===== config.mk =====
export PLATFORM = sky130hd
export DESIGN_NAME = psr_hw_config
export DESIGN_NICKNAME = d
export VERILOG_FILES = /design/src/rtl/psr_sync3.v /design/src/rtl/psr_hw_config.v
export VERILOG_INCLUDE_DIRS = /design/src /design/src/rtl
export SDC_FILE = /design/constraint.sdc
export NUM_CORES = 1
export LEC_CHECK = 0
export ABC_AREA = 1
export BUFFER_PORTS_ARGS = -buffer_cell sky130_fd_sc_hd__buf_2
export CAP_MARGIN = 20
export CORE_MARGIN = 3
export CORE_UTILIZATION = 55
export CTS_CLUSTER_DIAMETER = 50
export DETAILED_ROUTE_END_ITERATION = 7
export MAX_ROUTING_LAYER = met4
export PLACE_DENSITY_LB_ADDON = 0.15
export SKIP_CTS_REPAIR_TIMING = 1
export SYNTH_ARGS = -nofsm -noshare
export SYNTH_HDL_FRONTEND = slang
export SYNTH_SLANG_ARGS = --single-unit

===== constraint.sdc =====
create_clock -name clk -period 1.9 [get_ports clk]
set_input_delay 0.285 -clock clk [delete_from_list [all_inputs] [get_ports clk]]
set_output_delay 0.285 -clock clk [all_outputs]
set_load 0.02 [all_outputs]

===== src/rtl/psr_map.vh =====
// register map, field positions, reset values and timing figures of the
// hardware configuration block; definitions only
`ifndef PSR_MAP_VH
`define PSR_MAP_VH

// ----------------------------------------
// register byte offsets
// ----------------------------------------
`define PSR_ADDR_W 12
`define PSR_OFF_HARDWARE_CONFIG 12'h000
`define PSR_OFF_IRQ_STAT 12'h004
`define PSR_OFF_IRQ_MASK 12'h008
`define PSR_OFF_ERR 12'h00C
`define PSR_OFF_SYS 12'h010

// ----------------------------------------
// hardware_config fields
// ----------------------------------------
`define PSR_HC_SOFT_RESET_TRIGGER_BIT 0
`define PSR_HC_SOFT_RESET_TIMEOUT_BIT 1
`define PSR_HC_EXT_SEL_BIT 2
`define PSR_HC_STRAP_BIT 3
`define PSR_HC_EXT_SEL_RST 1'h0
`define PSR_HC_SOFT_RESET_TIMEOUT_RST 1'h0

// ----------------------------------------
// interrupt status and mask fields
// ----------------------------------------
`define PSR_IRQ_W 2
`define PSR_IRQ_DONE_BIT 0
`define PSR_IRQ_TO_BIT 1
`define PSR_IRQ_RST 2'h0

// ----------------------------------------
// error register fields
// ----------------------------------------
`define PSR_ERR_TX_BIT 0
`define PSR_ERR_RX_BIT 1
`define PSR_ERR_RST 2'h0

// ----------------------------------------
// system command and status register
// ----------------------------------------
`define PSR_SYS_W 16
`define PSR_SYS_RST 16'h0000
`define PSR_SYS_EXEMPT 16'hFF00

// ----------------------------------------
// timing
// ----------------------------------------
`define PSR_CLK_PERIOD_NS 40
`define PSR_SOFT_RESET_TRIGGER_HOLD_NS 400
`define PSR_SOFT_RESET_TRIGGER_TIMEOUT_NS 20000
`define PSR_STRAP_SETTLE 2'h3

`endif


===== src/rtl/psr_sync3.v =====
// three-stage synchroniser for a level that arrives from outside the clock
// domain; assumes clk and an asynchronous active-low rstn
`timescale 1ns/10ps

module psr_sync3 #(
   parameter RESET_VAL = 1'b0
) (
   // clock and reset
   input wire clk,
   input wire rstn,
   // asynchronous level in
   input wire asyncIn,
   // filtered level out
   output reg syncOut,
   output wire stable
);

   reg stage1_q;
   reg stage2_q;
   reg stage3_q;

   // ----------------------------------------
   // synchroniser chain
   // ----------------------------------------
   always @(posedge clk or negedge rstn) begin
      if (!rstn) begin
         stage1_q <= RESET_VAL;
         stage2_q <= RESET_VAL;
         stage3_q <= RESET_VAL;
         syncOut <= RESET_VAL;
      end else begin
         stage1_q <= asyncIn;
         stage2_q <= stage1_q;
         stage3_q <= stage2_q;
         // a change counts once stages two and three agree
         if (stage2_q == stage3_q) begin
            syncOut <= stage3_q;
         end
      end
   end

   // settled, and the output already carries the settled level
   assign stable = (stage2_q == stage3_q) && (syncOut == stage3_q);

endmodule


===== src/rtl/psr_hw_config.v =====
// hardware configuration register block: phy presence strap, external port
// select, self-clearing soft reset with timeout, apb slave and interrupt
// assumes one 25 MHz clock, asynchronous active-low reset, apb master
//
// Register access over APB and the placing of the registers were decided locally.
`timescale 1ns/10ps
`include "psr_map.vh"

// What this block does
// - read-only bit 3 shows the mdio level caught at power-up or hard reset
// - the caught presence strap drives nothing inside, software reads it only
// - bit 2, reset 0, selects external mii port when 1, internal phy when 0
// - port select never steers the management port or the mii clock selection
// - soft reset with phy clocks stopped times out and sets read-only bit 1
// - writing 1 to bit 0 resets mac and system registers except exempt bits
// - soft reset also clears pending transmit and receive error flags
// - the soft reset bit clears itself and reads 0 once the reset is over
// - writes are ignored until one read follows power-up, any reset or wake
module psr_hw_config #(
   parameter SOFT_RESET_TRIGGER_HOLD_NS = `PSR_SOFT_RESET_TRIGGER_HOLD_NS,
   parameter SOFT_RESET_TRIGGER_TIMEOUT_NS = `PSR_SOFT_RESET_TRIGGER_TIMEOUT_NS
) (
   // clock and reset
   input wire clk,
   input wire rstn,
   // apb slave
   input wire psel,
   input wire penable,
   input wire pwrite,
   input wire [`PSR_ADDR_W-1:0] paddr,
   input wire [31:0] pwdata,
   output reg [31:0] prdata,
   output reg pready,
   output reg pslverr,
   // pins and phy status
   input wire mdioIn,
   input wire phyRxClkRunning,
   input wire phyTxClkRunning,
   input wire powerSaveExit,
   // mac side events
   input wire transmitErrorEvent,
   input wire receiveErrorEvent,
   // control outputs
   output reg externalPortSelect,
   output reg macSoftReset,
   output reg irq
);

   // ----------------------------------------
   // timing counts
   // ----------------------------------------
   localparam integer HOLD_CYC_RAW = SOFT_RESET_TRIGGER_HOLD_NS / `PSR_CLK_PERIOD_NS;
   localparam integer HOLD_CYC = (HOLD_CYC_RAW < 1) ? 1 : HOLD_CYC_RAW;
   localparam integer TO_CYC_RAW = SOFT_RESET_TRIGGER_TIMEOUT_NS / `PSR_CLK_PERIOD_NS;
   localparam integer TO_CYC = (TO_CYC_RAW < 1) ? 1 : TO_CYC_RAW;
   localparam CNT_W = 16;
   localparam [CNT_W-1:0] HOLD_LAST = HOLD_CYC[CNT_W-1:0] - 1'b1;
   localparam [CNT_W-1:0] TO_LAST = TO_CYC[CNT_W-1:0] - 1'b1;

   // soft reset sequencer states
   localparam [1:0] ST_IDLE = 2'h0;
   localparam [1:0] ST_WAIT_PHY = 2'h1;
   localparam [1:0] ST_HOLD = 2'h2;

   // ----------------------------------------
   // synchronised pins
   // ----------------------------------------
   wire mdioSync;
   wire mdioStable;
   wire rxRunSync;
   wire txRunSync;
   wire wakeSync;

   psr_sync3 #(.RESET_VAL(1'b0)) uMdioSync (
      .clk(clk),
      .rstn(rstn),
      .asyncIn(mdioIn),
      .syncOut(mdioSync),
      .stable(mdioStable)
   );

   psr_sync3 #(.RESET_VAL(1'b0)) uRxRunSync (
      .clk(clk),
      .rstn(rstn),
      .asyncIn(phyRxClkRunning),
      .syncOut(rxRunSync),
      .stable()
   );

   psr_sync3 #(.RESET_VAL(1'b0)) uTxRunSync (
      .clk(clk),
      .rstn(rstn),
      .asyncIn(phyTxClkRunning),
      .syncOut(txRunSync),
      .stable()
   );

   psr_sync3 #(.RESET_VAL(1'b0)) uWakeSync (
      .clk(clk),
      .rstn(rstn),
      .asyncIn(powerSaveExit),
      .syncOut(wakeSync),
      .stable()
   );

   // ----------------------------------------
   // state
   // ----------------------------------------
   reg strapVal_q;
   reg strapDone_q;
   reg [1:0] strapCnt_q;
   reg extSel_q;
   reg srstBusy_q;
   reg srstTo_q;
   reg [1:0] state_q;
   reg [CNT_W-1:0] cnt_q;
   reg [`PSR_IRQ_W-1:0] irqStat_q;
   reg [`PSR_IRQ_W-1:0] irqMask_q;
   reg txErr_q;
   reg rxErr_q;
   reg [`PSR_SYS_W-1:0] sys_q;
   reg readSeen_q;
   reg wakePrev_q;

   // ----------------------------------------
   // bus decode
   // ----------------------------------------
   wire accessPhase = psel & penable;
   wire commit = accessPhase & pready;
   wire wrCommit = commit & pwrite & ~pslverr;
   wire rdCommit = commit & ~pwrite;
   // writes before the first read are dropped
   wire wrOk = wrCommit & readSeen_q;
   wire hitHc = (paddr == `PSR_OFF_HARDWARE_CONFIG);
   wire hitStat = (paddr == `PSR_OFF_IRQ_STAT);
   wire hitMask = (paddr == `PSR_OFF_IRQ_MASK);
   wire hitErr = (paddr == `PSR_OFF_ERR);
   wire hitSys = (paddr == `PSR_OFF_SYS);
   wire mapped = hitHc | hitStat | hitMask | hitErr | hitSys;
   wire srstReq = wrOk & hitHc & pwdata[`PSR_HC_SOFT_RESET_TRIGGER_BIT];
   wire wakeRise = wakeSync & ~wakePrev_q;

   // ----------------------------------------
   // soft reset sequencer
   // ----------------------------------------
   wire phyUp = rxRunSync & txRunSync;
   reg [1:0] state_d;
   reg [CNT_W-1:0] cnt_d;
   reg srstDone;
   reg srstTimeout;

   always @* begin
      state_d = state_q;
      cnt_d = cnt_q;
      srstDone = 1'b0;
      srstTimeout = 1'b0;
      case (state_q)
         ST_IDLE: begin
            if (srstReq) begin
               state_d = ST_WAIT_PHY;
               cnt_d = {CNT_W{1'b0}};
            end
         end
         ST_WAIT_PHY: begin
            if (phyUp) begin
               state_d = ST_HOLD;
               cnt_d = {CNT_W{1'b0}};
            end else if (cnt_q == TO_LAST) begin
               // phy clocks stopped: give up and flag it
               state_d = ST_IDLE;
               srstTimeout = 1'b1;
            end else begin
               cnt_d = cnt_q + 1'b1;
            end
         end
         ST_HOLD: begin
            if (cnt_q == HOLD_LAST) begin
               state_d = ST_IDLE;
               srstDone = 1'b1;
            end else begin
               cnt_d = cnt_q + 1'b1;
            end
         end
         default: begin
            state_d = ST_IDLE;
            cnt_d = {CNT_W{1'b0}};
         end
      endcase
   end

   // reset pulse applied to registers at the end of the hold
   wire applySrst = srstDone;

   always @(posedge clk or negedge rstn) begin
      if (!rstn) begin
         state_q <= ST_IDLE;
         cnt_q <= {CNT_W{1'b0}};
         srstBusy_q <= 1'b0;
         macSoftReset <= 1'b0;
      end else begin
         state_q <= state_d;
         cnt_q <= cnt_d;
         // request bit reads 1 only while the sequence runs
         srstBusy_q <= (state_d != ST_IDLE);
         macSoftReset <= (state_d == ST_HOLD);
      end
   end

   // ----------------------------------------
   // presence strap capture
   // ----------------------------------------
   // caught once after reset release when the synchroniser has settled;
   // it only feeds read data
   always @(posedge clk or negedge rstn) begin
      if (!rstn) begin
         strapVal_q <= 1'b0;
         strapDone_q <= 1'b0;
         strapCnt_q <= 2'h0;
      end else if (!strapDone_q) begin
         if (strapCnt_q != `PSR_STRAP_SETTLE) begin
            strapCnt_q <= strapCnt_q + 2'h1;
         end else if (mdioStable) begin
            strapVal_q <= mdioSync;
            strapDone_q <= 1'b1;
         end
      end
   end

   // ----------------------------------------
   // hardware_config fields
   // ----------------------------------------
   always @(posedge clk or negedge rstn) begin
      if (!rstn) begin
         extSel_q <= `PSR_HC_EXT_SEL_RST;
         srstTo_q <= `PSR_HC_SOFT_RESET_TIMEOUT_RST;
         externalPortSelect <= `PSR_HC_EXT_SEL_RST;
      end else begin
         // only the data port mux follows this bit
         if (wrOk & hitHc) begin
            extSel_q <= pwdata[`PSR_HC_EXT_SEL_BIT];
         end
         externalPortSelect <= extSel_q;
         // a new request clears the old timeout, a new timeout sets it
         if (srstTimeout) begin
            srstTo_q <= 1'b1;
         end else if (srstReq) begin
            srstTo_q <= 1'b0;
         end
      end
   end

   // ----------------------------------------
   // error flags and system register
   // ----------------------------------------
   always @(posedge clk or negedge rstn) begin
      if (!rstn) begin
         txErr_q <= 1'b0;
         rxErr_q <= 1'b0;
         sys_q <= `PSR_SYS_RST;
      end else if (applySrst) begin
         txErr_q <= 1'b0;
         rxErr_q <= 1'b0;
         // exempt bits survive the soft reset
         sys_q <= (sys_q & `PSR_SYS_EXEMPT) | (`PSR_SYS_RST & ~`PSR_SYS_EXEMPT);
      end else begin
         if (transmitErrorEvent) begin
            txErr_q <= 1'b1;
         end else if (wrOk & hitErr & pwdata[`PSR_ERR_TX_BIT]) begin
            txErr_q <= 1'b0;
         end
         if (receiveErrorEvent) begin
            rxErr_q <= 1'b1;
         end else if (wrOk & hitErr & pwdata[`PSR_ERR_RX_BIT]) begin
            rxErr_q <= 1'b0;
         end
         if (wrOk & hitSys) begin
            sys_q <= pwdata[`PSR_SYS_W-1:0];
         end
      end
   end

   // ----------------------------------------
   // interrupt status, mask and output
   // ----------------------------------------
   wire [`PSR_IRQ_W-1:0] irqSet = {srstTimeout, srstDone};
   wire [`PSR_IRQ_W-1:0] irqClr = (wrOk & hitStat) ? pwdata[`PSR_IRQ_W-1:0] : `PSR_IRQ_RST;
   wire [`PSR_IRQ_W-1:0] irqStat_d = irqSet | (irqStat_q & ~irqClr);

   always @(posedge clk or negedge rstn) begin
      if (!rstn) begin
         irqStat_q <= `PSR_IRQ_RST;
         irqMask_q <= `PSR_IRQ_RST;
         irq <= 1'b0;
      end else begin
         irqStat_q <= irqStat_d;
         if (wrOk & hitMask) begin
            irqMask_q <= pwdata[`PSR_IRQ_W-1:0];
         end
         irq <= |(irqStat_d & irqMask_q);
      end
   end

   // ----------------------------------------
   // read-before-write gate
   // ----------------------------------------
   always @(posedge clk or negedge rstn) begin
      if (!rstn) begin
         readSeen_q <= 1'b0;
         wakePrev_q <= 1'b0;
      end else begin
         wakePrev_q <= wakeSync;
         // soft reset and power-save exit re-arm the gate
         if (applySrst | wakeRise) begin
            readSeen_q <= 1'b0;
         end else if (rdCommit) begin
            readSeen_q <= 1'b1;
         end
      end
   end

   // ----------------------------------------
   // read data
   // ----------------------------------------
   reg [31:0] rdata;

   always @* begin
      rdata = 32'h00000000;
      if (hitHc) begin
         rdata[`PSR_HC_STRAP_BIT] = strapVal_q;
         rdata[`PSR_HC_EXT_SEL_BIT] = extSel_q;
         rdata[`PSR_HC_SOFT_RESET_TIMEOUT_BIT] = srstTo_q;
         rdata[`PSR_HC_SOFT_RESET_TRIGGER_BIT] = srstBusy_q;
      end else if (hitStat) begin
         rdata[`PSR_IRQ_W-1:0] = irqStat_q;
      end else if (hitMask) begin
         rdata[`PSR_IRQ_W-1:0] = irqMask_q;
      end else if (hitErr) begin
         rdata[`PSR_ERR_TX_BIT] = txErr_q;
         rdata[`PSR_ERR_RX_BIT] = rxErr_q;
      end else if (hitSys) begin
         rdata[`PSR_SYS_W-1:0] = sys_q;
      end
   end

   // ----------------------------------------
   // apb answer: one wait state in the access phase
   // ----------------------------------------
   always @(posedge clk or negedge rstn) begin
      if (!rstn) begin
         pready <= 1'b0;
         pslverr <= 1'b0;
         prdata <= 32'h00000000;
      end else if (accessPhase & ~pready) begin
         pready <= 1'b1;
         pslverr <= ~mapped;
         prdata <= pwrite ? 32'h00000000 : rdata;
      end else begin
         pready <= 1'b0;
         pslverr <= 1'b0;
      end
   end

endmodule


# ---- After elaboration in Yosys (flattened, before gate mapping)
# Cells that the tools add are included.
dict set report word_totals {
  mem_bits_rw 0
  mem_bits_ro 0
  latch_bits 0
  inputBits 55
  regBits 102
  memories 0
  wordCells 149
}
dict set report op_classes {
  n_bitwise 34
  n_div 0
  n_reduce_logical 14
  addsub 2
  order_cmp 0
  n_eq_ne 18
  shift 0
  mux 43
  multipliers 0
}
# op count
set ops {}
lappend ops {{2-to-1 mux 16 bit} 6}
lappend ops {{one-hot mux 16 bit (3 select lines)} 1}
lappend ops {{2-to-1 mux 14 bit} 3}
lappend ops {{equality test 12 x 4 -> 1 bit, second input constant} 2}
lappend ops {{2-to-1 mux 1 bit} 20}
lappend ops {{bitwise AND 1 bit} 17}
lappend ops {{adder 16 x 1 -> 16 bit, second input constant} 1}
lappend ops {{equality test 16 x 4 -> 1 bit, second input constant} 1}
lappend ops {{equality test 16 x 9 -> 1 bit, second input constant} 1}
lappend ops {{2-to-1 mux 2 bit} 8}
lappend ops {{2-to-1 mux 8 bit} 2}
lappend ops {{equality test 12 x 3 -> 1 bit, second input constant} 1}
lappend ops {{equality test 12 x 5 -> 1 bit, second input constant} 1}
lappend ops {{zero test 12 bit} 1}
lappend ops {{2-to-1 mux 12 bit} 1}
lappend ops {{inverter 1 bit} 8}
lappend ops {{nonzero test 2 bit} 4}
lappend ops {{!= test 2 bit, second input constant} 3}
lappend ops {{one-hot mux 2 bit (3 select lines)} 1}
lappend ops {{AND reduction 3 bit} 2}
lappend ops {{nonzero test 3 bit} 2}
lappend ops {{equality test 1 bit} 5}
lappend ops {{bitwise OR 1 bit} 5}
lappend ops {{bitwise AND 2 bit} 2}
lappend ops {{other kinds (11)} 13}

# ---- Depth between registers and ports, before layout
dict set report depth {
  ltp_word 12
  depth_mapped 11
}

# ---- Hierarchy
# Synthesis repeated with hierarchy kept, for this count alone.
dict set report unflattened {
  cells_unflattened 580
  area_unflattened_um2 4578.1
}
# mod area_each_um2 cells_per_inst seq_area_each_um2 instances
set by_module_without_submodules {}
lappend by_module_without_submodules {psr_hw_config 4047.6 532 1751.7 1}
lappend by_module_without_submodules {psr_sync3 132.6 12 100.1 4}

# ---- Worst setup path before layout
# No wires, ideal clock.
dict set report synth_path {
  kind {reg2reg}
  start {reg pready}
  end {reg cnt_q[1]}
  path_stages_with_launch 8
  n_path_buf 1
  setup_slack_ns 0.382
  arrival_ns 1.453
  t_required_ns 1.835
  setup_ns 0.065
  period_less_slack_ns 1.518
  cell_sequence {dfrtp_1 nand3_2 nor2_4 nand4_4 a21oi_4 buf_6 nand3b_2 nand2_1}
}
dict set report synth_between {
  elab_chain_len 8
}
# element line
set synth_lines {}
lappend synth_lines {{start, declared} psr_hw_config.v:33} ;# output reg pready,
lappend synth_lines {{start signal, assigned} psr_hw_config.v:350} ;# pready <= 1'b0;
lappend synth_lines {{start signal, assigned} psr_hw_config.v:354} ;# pready <= 1'b1;
lappend synth_lines {{start signal, assigned} psr_hw_config.v:358} ;# pready <= 1'b0;
lappend synth_lines {{bitwise AND 1 bit} psr_hw_config.v:129} ;# wire commit = accessPhase & pready;
lappend synth_lines {{bitwise AND 1 bit (2 in series)} psr_hw_config.v:130} ;# wire wrCommit = commit & pwrite & ~pslverr;
lappend synth_lines {{bitwise AND 1 bit} psr_hw_config.v:133} ;# wire wrOk = wrCommit & readSeen_q;
lappend synth_lines {{bitwise AND 1 bit (2 in series)} psr_hw_config.v:140} ;# wire srstReq = wrOk & hitHc & pwdata[`PSR_HC_SOFT_RESET_TRIGGER_BIT];
lappend synth_lines {{!= test 2 bit (no line)} n/a}
lappend synth_lines {{AND reduction 3 bit (no line)} n/a}
lappend synth_lines {{end signal, assigned} psr_hw_config.v:197} ;# cnt_q <= {CNT_W{1'b0}};
lappend synth_lines {{end signal, assigned} psr_hw_config.v:202} ;# cnt_q <= cnt_d;
lappend synth_lines {{end, declared} psr_hw_config.v:116} ;# reg [CNT_W-1:0] cnt_q;
# No other way between the ends.
# A chain may end at the register's enable or synchronous reset.

# ---- Worst setup path in the final report
dict set report layout_path {
  start {reg state_q[0]}
  end {reg cnt_q[0]}
}
dict set report layout_between {
  elab_chain_len 3
  elab_cells_between_ends 8
  classes_between {eq/ne: 5; mux: 1; reduce/logical: 2}
}
# element line
set layout_lines {}
lappend layout_lines {{start, declared} psr_hw_config.v:115} ;# reg [1:0] state_q;
lappend layout_lines {{start signal, assigned} psr_hw_config.v:201} ;# state_q <= state_d;
lappend layout_lines {{equality test 2 x 1 -> 1 bit, or another cell as far along} psr_hw_config.v:157} ;# case (state_q)
lappend layout_lines {{!= test 3 bit (no line) / != test 2 bit (equally long branches)} n/a}
lappend layout_lines {{AND reduction 3 bit (no line)} n/a}
# Parallel ways exist; a longest one is shown, timed or not.

==> results_dict.tcl <==
set metrics [dict create \
    cts_tree "done" \
    flow.area_growth_from_synthesis_pct 13.04 \
    postSynth.topFlopCell "sky130_fd_sc_hd__dfrtp_1" \
    postSynth.asyncResetShare_pct 100.0 \
    antenna_found_initial 0 \
    pwr-share-comb_pct 6.3 \
    timing.critical_path.arrival_ns 1.91 \
    num_io_pins 92 \
    timing.critical_path.buf_inv 1 \
    power_frac_seq_pct 58.2 \
    critPathCaptureType "flip-flop" \
    synth-edff-count 0 \
    critical_path.endpoint "cnt_q[0]" \
    master_of_the_slowest_instance_on_the_critical_path "sky130_fd_sc_hd__dfrtp_1" \
    cts_root_buffer "sky130_fd_sc_hd__clkbuf_8" \
    fp.dieH_um 97.52 \
    setup-tns-final_ns 0 \
    timing_worst_setup_path_type "reg2reg" \
    syn_area_per_cell_sq_um 8.212 \
    floorplan.initialDensity_pct 58.11 \
    h-tree-depth 3 \
    timing.reg2reg.worst_path_depth 5 \
    timing.critical_path.slowest_cell_delay_ns 0.42 \
    number_of_port_buffers 59 \
    yosysUniqueCellTypes 41 \
    worst_hold_path_type "in2reg" \
    place_hpwl_mm 7.141 \
    regToRegSetupSlack_ns 0.24 \
    detail-route-antenna-nets 0 \
    final_design_area_no_fill_sq_um 5207 \
    start_kind "flip-flop" \
    yosysSeqAreaShare_pct 46.71 \
    cts-buffers-inserted 9 \
    grt_start_max_net_pins 67 \
    run_status "completed" \
    place_congestion 0.8753 \
    cp.required_ns 2.15 \
    synth.top_cell.area_share_pct 46.71 \
    layout.nets 695 \
    worst_hold_slack_ns 0.03605 \
    internal_power_mw 2.415 \
    synthCells 561 \
    post-route-period-util_pct 87.47 \
    first_pass_grt_wire_length_mm 16.97 \
    synth_most_common_cell "sky130_fd_sc_hd__nand2_1" \
    nFillCells 685 \
    grt_overflow_total 0 \
    core_region_area_sq_um 7928 \
    hold_path_startpoint "phyTxClkRunning" \
    clk_latency_ns 0.35 \
    core.rowCount 32 \
    vias_per_cell 5.195 \
    vdd_ir_drop_max_mv 0.4513 \
    share_clk_of_total_power_pct 35.5 \
    post_drt_wl_per_cell_um 13.21 \
    grt_use_total_pct 22.01 \
    drtIter0Drc 216 \
    clkTransAtPathRegs_ns 0.09 \
    r2r_end "cnt_q[0]" \
    placement.cell_area_sq_um 5019 \
    critPathTopFamily "simple AND/OR/NAND/NOR gates" \
    cp_max_fo 14 \
    total_leakage_power_nw 2.675 \
    p_per_area_nw_per_um2 622.1 \
    share_of_layout_cells_above_drive_strength_1_pct 20.06 \
    wl_final_mm 9.776 \
    reported_net_switching_power_mw 0.8240 \
    drt_drc_violations_left 0 \
    cp.depth 5 \
    vias 3844 \
    grt_pass1_vias 3813 \
    die_width_um 97.52 \
    numClockSinks 86 \
    finish.utilization_pct 65.69 \
    multi_input_comb_area_sq_um 2064 \
    finalHoldViolCount 0 \
    ctsLongestPathBuffers 2 \
    critical_path.cell_chain "inv_1 > ha_1 > nand3_4 > nand3_2 > o21ai_0" \
    synth.top_cells.by_area "sky130_fd_sc_hd__dfrtp_1 (47%), sky130_fd_sc_hd__nand2_1 (13%), sky130_fd_sc_hd__nand3_1 (7.9%), sky130_fd_sc_hd__inv_1 (4.6%), sky130_fd_sc_hd__buf_4 (3.1%)" \
    yosys_warnings 0 \
    firstDrtPassIters 4 \
    achievable-frequency_mhz 601.7 \
    netlist_top_cells_count "sky130_fd_sc_hd__nand2_1 (162), sky130_fd_sc_hd__dfrtp_1 (86), sky130_fd_sc_hd__nand3_1 (73)" \
    power.switching_fraction_pct 25.44 \
    ff_latch_area_sq_um 2152 \
    syn-cell-area_sq_um 4607 \
    antenna-diode-count 0 \
    cap_violations 0 \
    cell_type_contributing_the_most_total_cell_area_after_synthesis "sky130_fd_sc_hd__dfrtp_1" \
    slew_viol_final 0 \
    floorplan.die_area_sq_um 9510 \
    crit_startpoint "state_q[0]" \
    final-setup-viol-count 0 \
    grt_setup_unrepaired "false" \
    rr_startpoint "state_q[0]" \
    finalWorstPathRequiredPeriod_ns 1.662 \
    clock_skew_ns 0.01503 \
    yosys_register_bits 86 \
]
==> cell families (layout without fill, tap and decap cells) <==
kind of cell | count (synthesis) | in the layout | share of synthesized area (%)
fa+ha+maj | 11 | 11 | 2.770
xor+xnor | 5 | 5 | 0.9507
compound gates | 45 | 45 | 5.649
buf+inv | 92 | 154 | 9.805
flops | 86 | 86 | 46.71
other cells | 1 | 16 | 0.08140
simple gates | 319 | 319 | 33.54
mux | 2 | 2 | 0.4888
==> metal layers <==
layer	GRT usage, %	share of wire (%)	wire length (um)	vias to the layer above
li1	-	-	-	1916
met1	27.43	44	4302	1796
met2	35.58	49	4764	115
met3	4.666	5.7	561	17
met4	7.987	1.5	148	0
met5	-	0	0	-
==> worst min-delay path by stage <==
stage	to	slack, ns	depth (start not counted)
2_1_floorplan	cnt_q[0]	-0.01	0
3_3_place_gp	extSel_q	0.19	1
3_5_place_dp	externalPortSelect	0.19	1
4_1_cts	sys_q[2]	-0.21	1
5_1_grt	uTxRunSync.stage1_q	0.01	1
6_report	uTxRunSync.stage1_q	0.04	1
==> per-stage QoR <==
step,power (mW),std cells,setup WS [ns]
5_1_grt,3.394,740,0.06738
4_1_cts,3.285,739,0.1200
3_5_place_dp,2.127,723,0.1377
2_1_floorplan,2.035,576,0.3824
3_3_place_gp,2.120,723,0.1638
6_report,3.239,740,0.2381
==> placed cells by master, fill, tap and decap left out, types with 2 or more instances in the layout <==
master	count
sky130_fd_sc_hd__nand2_1	162
sky130_fd_sc_hd__dfrtp_1	86
sky130_fd_sc_hd__nand3_1	73
sky130_fd_sc_hd__buf_2	58
sky130_fd_sc_hd__inv_1	57
sky130_fd_sc_hd__nor2_1	35
sky130_fd_sc_hd__o21ai_0	27
sky130_fd_sc_hd__conb_1	16
sky130_fd_sc_hd__buf_4	16
sky130_fd_sc_hd__nand4_1	13
sky130_fd_sc_hd__nand3_2	9
sky130_fd_sc_hd__clkbuf_8	9
sky130_fd_sc_hd__nor2_4	6
sky130_fd_sc_hd__ha_1	6
sky130_fd_sc_hd__nor3_1	5
sky130_fd_sc_hd__a21oi_1	5
sky130_fd_sc_hd__inv_2	4
sky130_fd_sc_hd__maj3_1	4
sky130_fd_sc_hd__nor2_2	3
sky130_fd_sc_hd__nand3_4	3
sky130_fd_sc_hd__o21bai_1	3
sky130_fd_sc_hd__xor2_1	3
sky130_fd_sc_hd__o21ai_1	3
sky130_fd_sc_hd__nand2_4	2
sky130_fd_sc_hd__nand2_2	2
sky130_fd_sc_hd__xnor2_1	2
sky130_fd_sc_hd__o211ai_1	2
sky130_fd_sc_hd__mux2_2	2
sky130_fd_sc_hd__clkinvlp_4	2
sky130_fd_sc_hd__inv_6	2
sky130_fd_sc_hd__buf_12	2
==> layout make-up <==
cell class / instances / share of cell area [%]
flip-flops and latches: 86 / 41.33
clock buffers: 10 / 2.451
multi-input cells: 398 / 39.64
repair buffers: 77 / 8.842
inverters: 61 / 4.397
clock inverters: 6 / 0.8890
well taps: 102 / 2.451
==> state kept, by name (all words and copies together), names as in the netlist, 2 cells and up <==
register,cells
prdata,16
irqStat_q,2
strapCnt_q,2
irqMask_q,2
cnt_q,16
state_q,2
sys_q,16
==> power groups by stage <==
| stage | clock, mW | combinational (mW) | sequential [mW] |
|---|---|---|---|
| 2_1_floorplan | 0 | 0.116 | 1.92 |
| 3_3_place_gp | 0 | 0.198 | 1.92 |
| 3_5_place_dp | 0 | 0.204 | 1.92 |
| 4_1_cts | 1.19 | 0.204 | 1.89 |
| 5_1_grt | 1.28 | 0.228 | 1.89 |
| 6_report | 1.15 | 0.203 | 1.89 |
No activity file was read; power rests on OpenSTA's default activity.
